[src/design/wdts_pkg.sv]
package wdts_pkg;

  // Nominal rate of the slow internal oscillator that times the watchdog.
  localparam int unsigned WDTS_RC_FREQ_HZ = 31250;

  // Printed register offsets are word indices; byte address is four times each.
  localparam logic [11:0] WDTS_OPTION_IDX = 12'h081;
  localparam logic [11:0] WDTS_WDCTRL_IDX = 12'h105;
  localparam logic [11:0] WDTS_STATUS_IDX = 12'h010;
  localparam logic [31:0] WDTS_OPTION_ADDR = {18'h00000, WDTS_OPTION_IDX, 2'b00};
  localparam logic [31:0] WDTS_WDCTRL_ADDR = {18'h00000, WDTS_WDCTRL_IDX, 2'b00};
  localparam logic [31:0] WDTS_STATUS_ADDR = {18'h00000, WDTS_STATUS_IDX, 2'b00};

  localparam logic [7:0] WDTS_OPTION_RST = 8'hff;
  localparam logic [7:0] WDTS_WDCTRL_RST = 8'h08;
  localparam logic [7:0] WDTS_WDCTRL_WMASK = 8'h1f;

  // Field positions.
  localparam int unsigned WDTS_SOFT_EN_BIT = 0;
  localparam int unsigned WDTS_PERIOD_LSB = 1;
  localparam int unsigned WDTS_PERIOD_W = 4;
  localparam int unsigned WDTS_ASSIGN_BIT = 3;
  localparam int unsigned WDTS_RATIO_LSB = 0;
  localparam int unsigned WDTS_RATIO_W = 3;
  localparam int unsigned WDTS_ST_TIMEOUT_BIT = 0;
  localparam int unsigned WDTS_ST_PWRDN_BIT = 1;
  localparam int unsigned WDTS_ST_ENABLED_BIT = 2;
  localparam int unsigned WDTS_ST_ASLEEP_BIT = 3;

  // Prescaler: code 0 divides by 2**5, last doubling code, then the 1:1 code.
  localparam int unsigned WDTS_PRESC_W = 16;
  localparam int unsigned WDTS_PRESC_MIN_LOG2 = 5;
  localparam logic [3:0] WDTS_PERIOD_MAX_CODE = 4'hb;
  localparam logic [3:0] WDTS_PERIOD_UNITY = 4'hc;
  localparam int unsigned WDTS_POST_W = 8;

  localparam logic [1:0] WDTS_HTRANS_NONSEQ = 2'h2;
  localparam logic [1:0] WDTS_HRESP_OKAY = 2'h0;

  typedef enum logic [0:0]
  {
    WDTS_BUS_IDLE = 1'b0,
    WDTS_BUS_RDWAIT = 1'b1
  } wdts_bus_t;

endpackage

[src/design/wdts_scale_if.sv]
`timescale 1ns/1ns
interface wdts_scale_if;
  import wdts_pkg::*;
  logic                     tick;
  logic                     clear;
  logic [WDTS_PERIOD_W-1:0] period_code;
  logic                     terminal;

  modport ctrl
  (
    output tick,
    output clear,
    output period_code,
    input  terminal
  );

  modport scaler
  (
    input  tick,
    input  clear,
    input  period_code,
    output terminal
  );
endinterface

[src/design/wdts_watchdog.sv]
`timescale 1ns/1ns
module wdts_watchdog
  import wdts_pkg::*;
(
  input  wire logic        mclk_i,
  input  wire logic        rst_n_i,
  input  wire logic        hsel_i,
  input  wire logic [31:0] haddr_i,
  input  wire logic [1:0]  htrans_i,
  input  wire logic        hwrite_i,
  input  wire logic [2:0]  hsize_i,
  input  wire logic [31:0] hwdata_i,
  input  wire logic        hready_i,
  output logic      [31:0] hrdata_o,
  output logic             hreadyout_o,
  output logic      [1:0]  hresp_o,
  input  wire logic        rc_clk_i,
  input  wire logic        config_enable_i,
  input  wire logic        ost_active_i,
  input  wire logic        clear_watchdog_instruction_i,
  input  wire logic        sleep_i,
  input  wire logic        wake_i,
  input  wire logic        osc_fail_i,
  output logic             wdt_reset_o,
  output logic             wake_o,
  output logic             timeout_flag_o,
  output logic             powerdown_flag_o,
  output logic             enabled_o,
  output logic      [7:0]  option_o
);

  wdts_scale_if sc ();

  // Bus slave state.
  wdts_bus_t   bus_q;
  wdts_bus_t   bus_d;
  logic [31:0] addr_q;
  logic [31:0] addr_d;
  logic        wr_pend_q;
  logic        wr_pend_d;
  logic [31:0] rdata_q;
  logic [31:0] rdata_d;
  logic        accept;
  logic [31:0] rd_mux;

  // Software registers.
  logic [7:0]  option_q;
  logic [7:0]  option_d;
  logic [7:0]  wdctrl_q;
  logic [7:0]  wdctrl_d;

  // Slow clock synchroniser and edge detect.
  logic        rc_s1_q;
  logic        rc_s2_q;
  logic        rc_s3_q;

  // Counting and flags.
  logic [WDTS_POST_W-1:0] post_q;
  logic [WDTS_POST_W-1:0] post_d;
  logic [WDTS_POST_W-1:0] post_limit;
  logic                   ost_q;
  logic                   ost_d;
  logic                   to_q;
  logic                   to_d;
  logic                   pd_q;
  logic                   pd_d;
  logic                   asleep_q;
  logic                   asleep_d;
  logic                   rst_pulse_q;
  logic                   rst_pulse_d;
  logic                   wake_pulse_q;
  logic                   wake_pulse_d;
  logic                   rc_tick;
  logic                   enabled;
  logic                   running;
  logic                   ost_fall;
  logic                   post_assigned;
  logic                   post_clear;
  logic                   post_term;
  logic                   timeout_ev;

  // SEQ starts a transfer like NONSEQ; only single word transfers are expected here.
  assign accept = hsel_i & hready_i & (htrans_i == WDTS_HTRANS_NONSEQ || htrans_i == 2'h3);

  always_comb
  begin
    rd_mux = 32'h00000000;
    case (addr_q)
      WDTS_OPTION_ADDR:
      begin
        rd_mux = {24'h000000, option_q};
      end
      WDTS_WDCTRL_ADDR:
      begin
        rd_mux = {24'h000000, wdctrl_q & WDTS_WDCTRL_WMASK};
      end
      WDTS_STATUS_ADDR:
      begin
        rd_mux[WDTS_ST_TIMEOUT_BIT] = to_q;
        rd_mux[WDTS_ST_PWRDN_BIT] = pd_q;
        rd_mux[WDTS_ST_ENABLED_BIT] = enabled;
        rd_mux[WDTS_ST_ASLEEP_BIT] = asleep_q;
      end
      default:
      begin
        rd_mux = 32'h00000000;
      end
    endcase
  end

  // Reads take one wait state so that the returned word is a flop, and a read
  // right after a write to the same register already sees the new value.
  always_comb
  begin
    bus_d = bus_q;
    addr_d = addr_q;
    rdata_d = rdata_q;
    wr_pend_d = 1'b0;
    case (bus_q)
      WDTS_BUS_IDLE:
      begin
        if (accept)
        begin
          addr_d = haddr_i;
          wr_pend_d = hwrite_i;
          if (!hwrite_i)
          begin
            bus_d = WDTS_BUS_RDWAIT;
          end
        end
      end
      WDTS_BUS_RDWAIT:
      begin
        rdata_d = rd_mux;
        bus_d = WDTS_BUS_IDLE;
      end
      default:
      begin
        bus_d = WDTS_BUS_IDLE;
      end
    endcase
  end

  always_ff @(posedge mclk_i or negedge rst_n_i)
  begin
    if (!rst_n_i)
    begin
      bus_q <= WDTS_BUS_IDLE;
      addr_q <= 32'h00000000;
      wr_pend_q <= 1'b0;
      rdata_q <= 32'h00000000;
    end
    else
    begin
      bus_q <= bus_d;
      addr_q <= addr_d;
      wr_pend_q <= wr_pend_d;
      rdata_q <= rdata_d;
    end
  end

  assign hrdata_o = rdata_q;
  assign hreadyout_o = (bus_q == WDTS_BUS_IDLE);
  // Every access ends OKAY: an unmapped address reads zero instead of raising an error.
  assign hresp_o = WDTS_HRESP_OKAY;

  // Only the low byte of a word write lands; other byte lanes are ignored.
  always_comb
  begin
    option_d = option_q;
    wdctrl_d = wdctrl_q;
    if (wr_pend_q && addr_q == WDTS_OPTION_ADDR)
    begin
      option_d = hwdata_i[7:0];
    end
    if (wr_pend_q && addr_q == WDTS_WDCTRL_ADDR)
    begin
      wdctrl_d = hwdata_i[7:0] & WDTS_WDCTRL_WMASK;
    end
  end

  always_ff @(posedge mclk_i or negedge rst_n_i)
  begin
    if (!rst_n_i)
    begin
      option_q <= WDTS_OPTION_RST;
      wdctrl_q <= WDTS_WDCTRL_RST;
    end
    else
    begin
      option_q <= option_d;
      wdctrl_q <= wdctrl_d;
    end
  end

  // The slow oscillator is foreign to mclk; only its synchronised rising edge
  // is counted, so the system clock choice cannot alter the period.
  always_ff @(posedge mclk_i or negedge rst_n_i)
  begin
    if (!rst_n_i)
    begin
      rc_s1_q <= 1'b0;
      rc_s2_q <= 1'b0;
      rc_s3_q <= 1'b0;
    end
    else
    begin
      rc_s1_q <= rc_clk_i;
      rc_s2_q <= rc_s1_q;
      rc_s3_q <= rc_s2_q;
    end
  end

  // The detector starts low, matching the idle oscillator level, so no false tick follows reset.
  assign rc_tick = rc_s2_q & ~rc_s3_q;

  assign enabled = config_enable_i | wdctrl_q[WDTS_SOFT_EN_BIT];
  // The start-up timer borrows the ripple counter, so counting waits until it has finished.
  assign running = enabled & ~ost_active_i;
  assign ost_fall = ost_q & ~ost_active_i;
  assign post_assigned = option_q[WDTS_ASSIGN_BIT];

  // The prescaler is always in the watchdog path, so the shared scaler may
  // serve timer zero while the watchdog still has its own divide.
  assign sc.period_code = wdctrl_q[WDTS_PERIOD_LSB +: WDTS_PERIOD_W];
  assign sc.tick = rc_tick & running;
  assign sc.clear = ~running
                  | clear_watchdog_instruction_i
                  | osc_fail_i
                  | ost_fall
                  | (sleep_i & enabled);

  wdts_prescaler u_prescaler
  (
    .mclk_i  (mclk_i),
    .rst_n_i (rst_n_i),
    .sc      (sc)
  );

  // The postscaler counts prescaler terminals only, so a long ratio needs no wider prescaler.
  assign post_limit = WDTS_POST_W'((9'h001 << option_q[WDTS_RATIO_LSB +: WDTS_RATIO_W]) - 9'h001);
  assign post_term = ~post_assigned | (post_q == post_limit);
  assign post_clear = ~running | ~post_assigned | clear_watchdog_instruction_i | ost_fall | (sleep_i & enabled);

  // A clear in the same cycle as the last tick wins: a serviced dog never bites.
  assign timeout_ev = sc.terminal & post_term & ~sc.clear;

  always_comb
  begin
    post_d = post_q;
    if (post_clear)
    begin
      post_d = '0;
    end
    else if (sc.terminal)
    begin
      post_d = (post_q == post_limit) ? '0 : post_q + 8'h01;
    end
  end

  // Sleep outranks a same-cycle time-out, so the flags always show the sleep entry.
  always_comb
  begin
    to_d = to_q;
    pd_d = pd_q;
    asleep_d = asleep_q;
    rst_pulse_d = 1'b0;
    wake_pulse_d = 1'b0;
    ost_d = ost_active_i;
    if (wake_i)
    begin
      asleep_d = 1'b0;
    end
    if (sleep_i)
    begin
      pd_d = 1'b0;
      to_d = 1'b1;
      asleep_d = 1'b1;
    end
    else if (timeout_ev)
    begin
      to_d = 1'b0;
      if (asleep_q)
      begin
        wake_pulse_d = 1'b1;
        asleep_d = 1'b0;
      end
      else
      begin
        rst_pulse_d = 1'b1;
      end
    end
  end

  always_ff @(posedge mclk_i or negedge rst_n_i)
  begin
    if (!rst_n_i)
    begin
      post_q <= '0;
      ost_q <= 1'b0;
      to_q <= 1'b1;
      pd_q <= 1'b1;
      asleep_q <= 1'b0;
      rst_pulse_q <= 1'b0;
      wake_pulse_q <= 1'b0;
    end
    else
    begin
      post_q <= post_d;
      ost_q <= ost_d;
      to_q <= to_d;
      pd_q <= pd_d;
      asleep_q <= asleep_d;
      rst_pulse_q <= rst_pulse_d;
      wake_pulse_q <= wake_pulse_d;
    end
  end

  assign wdt_reset_o = rst_pulse_q;
  assign wake_o = wake_pulse_q;
  assign timeout_flag_o = to_q;
  assign powerdown_flag_o = pd_q;
  assign enabled_o = enabled;
  assign option_o = option_q;

endmodule

[src/design/wdts_prescaler.sv]
`timescale 1ns/1ns
module wdts_prescaler
  import wdts_pkg::*;
(
  input  wire logic   mclk_i,
  input  wire logic   rst_n_i,
  wdts_scale_if.scaler sc
);

  logic [WDTS_PRESC_W-1:0] cnt_q;
  logic [WDTS_PRESC_W-1:0] cnt_d;
  logic [WDTS_PRESC_W-1:0] limit;
  logic                    at_limit;

  always_comb
  begin
    limit = '0;
    // Codes past the unity code are undefined; they are treated as 1:1.
    if (sc.period_code <= WDTS_PERIOD_MAX_CODE)
    begin
      limit = WDTS_PRESC_W'((17'h00001 << (WDTS_PRESC_MIN_LOG2 + 32'(sc.period_code))) - 17'h00001);
    end
    at_limit = (cnt_q == limit);
    sc.terminal = sc.tick & at_limit;
    cnt_d = cnt_q;
    if (sc.clear)
    begin
      cnt_d = '0;
    end
    else if (sc.tick)
    begin
      cnt_d = at_limit ? '0 : cnt_q + 16'h0001;
    end
  end

  always_ff @(posedge mclk_i or negedge rst_n_i)
  begin
    if (!rst_n_i)
    begin
      cnt_q <= '0;
    end
    else
    begin
      cnt_q <= cnt_d;
    end
  end

endmodule

[config.mk]
export PLATFORM = sky130hd
export DESIGN_NAME = wdts_watchdog
export DESIGN_NICKNAME = d
export VERILOG_FILES = /design/src/design/wdts_pkg.sv /design/src/design/wdts_scale_if.sv /design/src/design/wdts_watchdog.sv /design/src/design/wdts_prescaler.sv
export SDC_FILE = /design/constraint.sdc
export NUM_CORES = 1
export LEC_CHECK = 0
export BUFFER_PORTS_ARGS = -buffer_cell sky130_fd_sc_hd__buf_4
export CORE_ASPECT_RATIO = 0.8
export CORE_MARGIN = 8
export CORE_UTILIZATION = 30
export CTS_CLUSTER_SIZE = 40
export DETAILED_ROUTE_END_ITERATION = 12
export MAX_ROUTING_LAYER = met4
export SYNTH_ARGS = -nofsm -noshare
export SYNTH_HDL_FRONTEND = slang
export SYNTH_SLANG_ARGS = --single-unit
[constraint.sdc]
create_clock -name mclk_i -period 5 [get_ports mclk_i]
set_input_delay 0.25 -clock mclk_i [delete_from_list [all_inputs] [get_ports mclk_i]]
set_output_delay 0.25 -clock mclk_i [all_outputs]
set_load 0.05 [all_outputs]
Word level (Yosys, flattened, before mapping)
Index checks and enable logic that the tools add are counted.
- input port bits: 81
- output and inout bits: 48
- flip-flop bits (word level): 112
- $add $sub $neg: 5
- mux-type cells: 26
- bitwise operators: 26
- $lt $le $gt $ge: 1
- reductions and logical operators: 7
- shifts and indexed selects: 2
- eq/ne operators: 7
- operators with widths (cell ; number):
    16-bit 2-to-1 mux ; 4
    32-bit by 10-bit == test with 1-bit output (second input constant) ; 1
    32-bit by 11-bit == test with 1-bit output (second input constant) ; 1
    32-bit by 7-bit == test with 1-bit output (second input constant) ; 1
    1-bit by 32-bit left shift with 16-bit output (first input constant) ; 1
    8-bit 2-to-1 mux ; 3
    16-bit by 1-bit adder with 16-bit output (second input constant) ; 1
    16-bit == test ; 1
    1-bit 2-to-1 mux ; 16
    16-bit by 1-bit subtractor with 16-bit output (second input constant) ; 1
    4-bit case mux with 3 select lines ; 1
    1-bit AND ; 10
    1-bit OR ; 10
    8-bit by 1-bit adder with 8-bit output (second input constant) ; 1
    8-bit == test ; 1
    4-bit case mux with 2 select lines ; 1
    1-bit by 3-bit left shift with 8-bit output (first input constant) ; 1
    8-bit by 1-bit subtractor with 8-bit output (second input constant) ; 1
    1-bit NOT ; 6
    2-bit nonzero test ; 3
    3-bit by 4-bit adder with 5-bit output (first input constant) ; 1
    2-bit == test (second input constant) ; 2
    4-bit less-or-equal comparator (second input constant) ; 1
    1-bit logical AND ; 2
    3 further kinds ; 3

Logic depth before layout (Yosys ltp)
- depth after elaboration: 11
- gate-level depth with buffers: 12

Cells and area by module
From an unflattened synthesis, not the netlist that was laid out.
- cell total of the unflattened synthesis: 496
- area total of the unflattened synthesis: 5128.7 µm²
- by module, submodules not included (module ; seq. area each (µm²) ; times used ; area an instance (µm²) ; cells each):
    wdts_watchdog ; 1815.5 ; 1 ; 3469.6 ; 288
    wdts_prescaler ; 400.4 ; 1 ; 1659.1 ; 208

Worst setup path after synthesis
Ideal clock, no wire load.
- path type: reg-to-reg
- start point: register option_q[0], in the netlist option_o[0]
- end point: register wake_pulse_q, in the netlist wake_o
- setup slack: 2436 ps
- stages on the path, launching flop included: 12
- arrival time: 2445 ps
- library setup time: 120 ps
- required time: 4880 ps
- cell sequence: dfstp_2 > clkbuf_1 > nand3_1 > ha_1 > nor3b_1 > a21oi_1 > o21ai_0 > xnor2_1 > nand3_1 > clkbuf_1 > a21oi_1 > and3_1
- cells in the longest elaborated chain, start to end: 8
- ends and longest elaborated chain (element ; RTL line ; source):
    from (decl) ; wdts_watchdog.sv:47 ; logic [7:0] option_q;
    from (signal assigned) ; wdts_watchdog.sv:191 ; option_q <= option_d;
    1-bit by 3-bit left shift with 8-bit output ; wdts_watchdog.sv:241 ; assign post_limit = WDTS_POST_W'((9'h001 << option_q[WDTS_RATIO_LSB +: WDTS_RATIO_W]) - 9'h001);
    8-bit by 1-bit subtractor with 8-bit output ; wdts_watchdog.sv:241 ;
    8-bit == test ; wdts_watchdog.sv:242 ; assign post_term = ~post_assigned | (post_q == post_limit);
    1-bit OR ; wdts_watchdog.sv:242 ;
    1-bit AND (2 in series) ; wdts_watchdog.sv:246 ; assign timeout_ev = sc.terminal & post_term & ~sc.clear;
    1-bit 2-to-1 mux ; wdts_watchdog.sv:280 ; else if (timeout_ev)
    1-bit 2-to-1 mux ; wdts_watchdog.sv:274 ; if (sleep_i)
    via wake_pulse_d ; wdts_watchdog.sv:72 ; logic wake_pulse_d;
    to (signal assigned) ; wdts_watchdog.sv:315 ; wake_pulse_q <= wake_pulse_d;
    to (decl) ; wdts_watchdog.sv:71 ; logic wake_pulse_q;
The timed path passes the listed nets, and every way through them passes these cells.
A chain may end at the register's enable or synchronous reset.

Final worst setup path
- start point: register wdctrl_q[4]
- end point: register post_q[6]
- cells in the longest elaborated chain, start to end: 7
- elaborated cells on any way between the ends: 8
- classes of those cells: 2 x add/sub; 1 x order compare; 1 x eq/ne; 1 x shift; 1 x mux; 1 x bitwise; 1 x reduce/logical
- ends and longest elaborated chain (element ; RTL line ; source):
    from (decl) ; wdts_watchdog.sv:49 ; logic [7:0] wdctrl_q;
    from (signal assigned) ; wdts_watchdog.sv:192 ; wdctrl_q <= wdctrl_d;
    3-bit by 4-bit adder with 5-bit output ; wdts_prescaler.sv:21 ; limit = WDTS_PRESC_W'((17'h00001 << (WDTS_PRESC_MIN_LOG2 + 32'(sc.period_code))) - 17'h00001);
    1-bit by 32-bit left shift with 16-bit output ; wdts_prescaler.sv:21 ;
    16-bit by 1-bit subtractor with 16-bit output ; wdts_prescaler.sv:21 ;
    16-bit 2-to-1 mux * ; wdts_prescaler.sv:19 ; if (sc.period_code <= WDTS_PERIOD_MAX_CODE)
    16-bit == test * ; wdts_prescaler.sv:23 ; at_limit = (cnt_q == limit);
    1-bit AND * ; wdts_prescaler.sv:24 ; sc.terminal = sc.tick & at_limit;
    2-bit nonzero test (no source line) * ; n/a ;
    to (signal assigned) ; wdts_watchdog.sv:309 ; post_q <= post_d;
    to (decl) ; wdts_watchdog.sv:58 ; logic [WDTS_POST_W-1:0] post_q;
Every way passes the cells marked *; elsewhere a longest branch is shown, timed or not.

==> run metrics <==
Synth Flop Type sky130_fd_sc_hd__dfrtp_1; largest net degree at the start of global routing 86; wire length of the first global-routing pass between 15 and 20 mm; Num Clock Sinks between 80 and 90; Hold Crit Depth 2; number of placement rows 41; nature of the critical path startpoint flop; via density per instance 5.03; internal cell power 1260 uW; sort of element at the end of the critical path flop; number of CTS-inserted buffers 9; combinational fraction of design power approximately a tenth; result of the run completed; clock transition at the registers of the reported paths about 60 ps; highest-count cells in the layout ignoring fill and taps 77 x sky130_fd_sc_hd__dfrtp_1, 77 x sky130_fd_sc_hd__buf_4, 44 x sky130_fd_sc_hd__mux2_2; fillers 1600; die outline height 130 um; placed standard-cell area between 0.005 and 0.006 mm^2; unrepaired setup endpoints after global routing no; gate count after technology mapping 486; crit path max fanout 18; Synth async-reset ratio 100%; ratio of cells with drive above 1 in the final layout approximately 30%; via total after detailed routing 3848; cell at the root of the clock tree sky130_fd_sc_hd__clkbuf_16; Setup Fix Bufs, Post-CTS 0; I/O pin count around 130; first drt pass iteration count 5; PD cells 289 mW/mm^2; Core Area approximately 0.016 mm^2; final estimated routing congestion in global placement approximately 0.83; minimum clock period after layout roughly 3000 ps; Highest Clock Rate ~0.34 GHz; Worst-Skew Late Latency 350 ps; nets@finish 630; Max Transition Viols Final 0; path depth of the worst reg2reg path 7; classification of the worst-slack hold path in2reg; max_cap viols 0; remaining global-route overflow 0; slew at the pin closest to its max-slew limit 1070 ps; buffer levels on the longest clock path 2; Post-Route WL about 12 mm; area of the multi-input gates between 0.002 and 0.0025 mm^2; P_sw 430 uW; clock power share between 40% and 50%; Tcrit/Tclk final 59.6%; maximum clock skew at final layout 7.44 ps; Leak Pwr approximately 0.0024 uW; Seq cells post-synth just under 90; Final Instance Count excl. Fillers between 700 and 800; number of enable-type register cells in the synthesized netlist 0; H-tree Lvls 3; Initial Utilization 30.8%; endpoints failing setup 0; remaining routing DRC violations 0; peak supply drop between 0.2 and 0.25 mV; initial detailed-routing violation count 191; number of placed instances with taps included between 700 and 800; Critical Path AT 3250 ps; worst max-slew margin expressed relative to the limit 28.5%; number of distinct library cells after synthesis 67; Synth Area per Inst a little over 10 um^2; count of antenna diodes in the layout 0; sequential share of power between 40% and 50%; overall fraction of global-route tracks in use between 10% and 20%; initial antenna violation count 0; post-route antenna net violation count 0; Total Negative Setup Slacks 0 ps; post-synthesis cell area 0.00490 mm^2; Die Outline Area around 0.021 mm^2; layout overhead on the synthesized area 18.9%; register area share after synthesis between 40 and 50%; routed wire length per instance 15.5 um; vias in the first global route between 3000 and 4000; worst endpoint required time about 5300 ps; width of the die 159 um; TritonCTS clock tree done; final design instance area without fill about 0.006 mm^2; Detailed Place HPWL between 8 and 9 mm; count of buffers inserted at the top-level ports 74; sequential cell area between 0.002 and 0.0025 mm^2; net switching fraction of the power between 20% and 30%; Worst Setup Path Type reg2reg; final-report hold violation count 0; number of warnings printed during yosys synthesis 0
==> kinds of logic after synthesis <==
| kind of cell | after synthesis | share of synthesized area, % |
|---|---|---|
| simple gates | 179 | 19.8 |
| flops | 88 | 45.2 |
| mux | 49 | 11.1 |
| xor+xnor | 13 | 2.32 |
| other cells | 2 | 0.153 |
| fa+ha+maj | 4 | 1.02 |
| compound gates | 80 | 11.9 |
| buf+inv | 71 | 8.43 |
==> power by group through the flow <==
stage	combinational (uW)	clock (uW)	sequential, uW
floorplan	134	0	803
global placement	171	0	811
detailed placement	177	0	815
CTS	180	725	802
global route	195	760	808
finish	179	705	802
==> flip-flops by register name (all words and copies together) (netlist names) <==
register	flops
addr_q	32
u_prescaler.cnt_q	16
hrdata_o	8
option_o	8
post_q	8
wdctrl_q	5
asleep_q	1
bus_q	1
ost_q	1
powerdown_flag_o	1
rc_s1_q	1
rc_s2_q	1
rc_s3_q	1
timeout_flag_o	1
wake_o	1
wdt_reset_o	1
wr_pend_q	1
==> path summary, 6_finish.rpt <==
path	from	to	slack [ps]
max in group asynchronous	rst_n_i	wdt_reset_o$_DFF_PN0_	3550
min in group asynchronous	rst_n_i	addr_q[14]$_DFFE_PN0P_	220
min	sleep_i	powerdown_flag_o$_DFFE_PN1P_	60
min reg2reg	rc_s1_q$_DFF_PN0_	rc_s2_q$_DFF_PN0_	380
max reg2reg	wdctrl_q[4]$_DFFE_PN0P_	post_q[6]$_DFFE_PN0P_	2020
max	wdctrl_q[4]$_DFFE_PN0P_	post_q[6]$_DFFE_PN0P_	2020
==> worst max-delay path, stage by stage, from the launching register on <==
cell	delay, ps
sky130_fd_sc_hd__dfrtp_1	680
sky130_fd_sc_hd__nand2b_1	210
sky130_fd_sc_hd__a221oi_1	330
sky130_fd_sc_hd__nand4_1	200
sky130_fd_sc_hd__or3_1	390
sky130_fd_sc_hd__nor4_2	640
sky130_fd_sc_hd__nand2_2	230
sky130_fd_sc_hd__o22ai_1	210
==> cell usage after synthesis (5+ instances only) <==
| master | number | area, um^2 |
|---|---|---|
| sky130_fd_sc_hd__nand4_1 | 10 | 62.6 |
| sky130_fd_sc_hd__nor4_1 | 10 | 62.6 |
| sky130_fd_sc_hd__clkbuf_1 | 19 | 71.3 |
| sky130_fd_sc_hd__o22ai_1 | 9 | 56.3 |
| sky130_fd_sc_hd__o21ai_0 | 11 | 55.1 |
| sky130_fd_sc_hd__o2bb2ai_1 | 7 | 61.3 |
| sky130_fd_sc_hd__a22oi_1 | 5 | 37.5 |
| sky130_fd_sc_hd__mux2i_1 | 5 | 50.1 |
| sky130_fd_sc_hd__nor3_1 | 8 | 40.0 |
| sky130_fd_sc_hd__buf_6 | 5 | 56.3 |
| sky130_fd_sc_hd__buf_2 | 5 | 25.0 |
| sky130_fd_sc_hd__mux2_2 | 44 | 495 |
| sky130_fd_sc_hd__nand2_1 | 42 | 158 |
| sky130_fd_sc_hd__nor2_1 | 23 | 86.3 |
| sky130_fd_sc_hd__buf_4 | 27 | 203 |
| sky130_fd_sc_hd__xnor2_1 | 5 | 43.8 |
| sky130_fd_sc_hd__or3_1 | 11 | 68.8 |
| sky130_fd_sc_hd__nand2b_1 | 7 | 43.8 |
| sky130_fd_sc_hd__xor2_1 | 8 | 70.1 |
| sky130_fd_sc_hd__nand3_1 | 32 | 160 |
| sky130_fd_sc_hd__dfstp_2 | 11 | 289 |
| sky130_fd_sc_hd__dfrtp_1 | 77 | 1930 |
| sky130_fd_sc_hd__a31oi_1 | 7 | 43.8 |
| sky130_fd_sc_hd__a21oi_1 | 6 | 30.0 |
| sky130_fd_sc_hd__inv_1 | 13 | 48.8 |
==> through the flow <==
stage               util [%]  hold WS [ps]  setup slack (ps)  power, uW
floorplan                  -         -45.6              2440        937
global placement        34.5          42.0              2170        982
detailed placement      34.5          45.4              2010        992
CTS                     36.6          47.7              1990       1710
global route            36.6          50.2              1720       1760
finish                  36.6          60.9              2020       1690
==> metal layers <==
layer	GRT usage [%]	vias up	share of wire [%]
met5	-	-	0
met4	3.98	0	0.37
met3	4.31	4	7.4
met2	18.0	123	45
met1	15.1	1892	47
li1	-	1829	-
==> final cells by class <==
type | instances | share of cell area, %
clock buffer | 10 | 4.10
clock inverter | 6 | 1.25
inverter | 13 | 0.837
multi-input combinational | 353 | 40.7
sequential | 88 | 38.0
tap | 215 | 4.62
timing repair buffer | 80 | 10.4
==> what timing repair did <==
action / CTS / global route
endpoints found under the hold margin: 5 / 0
hold buffers: 3 / 0
resized for setup: 0 / 0
Power figures use the tool's default switching activity.
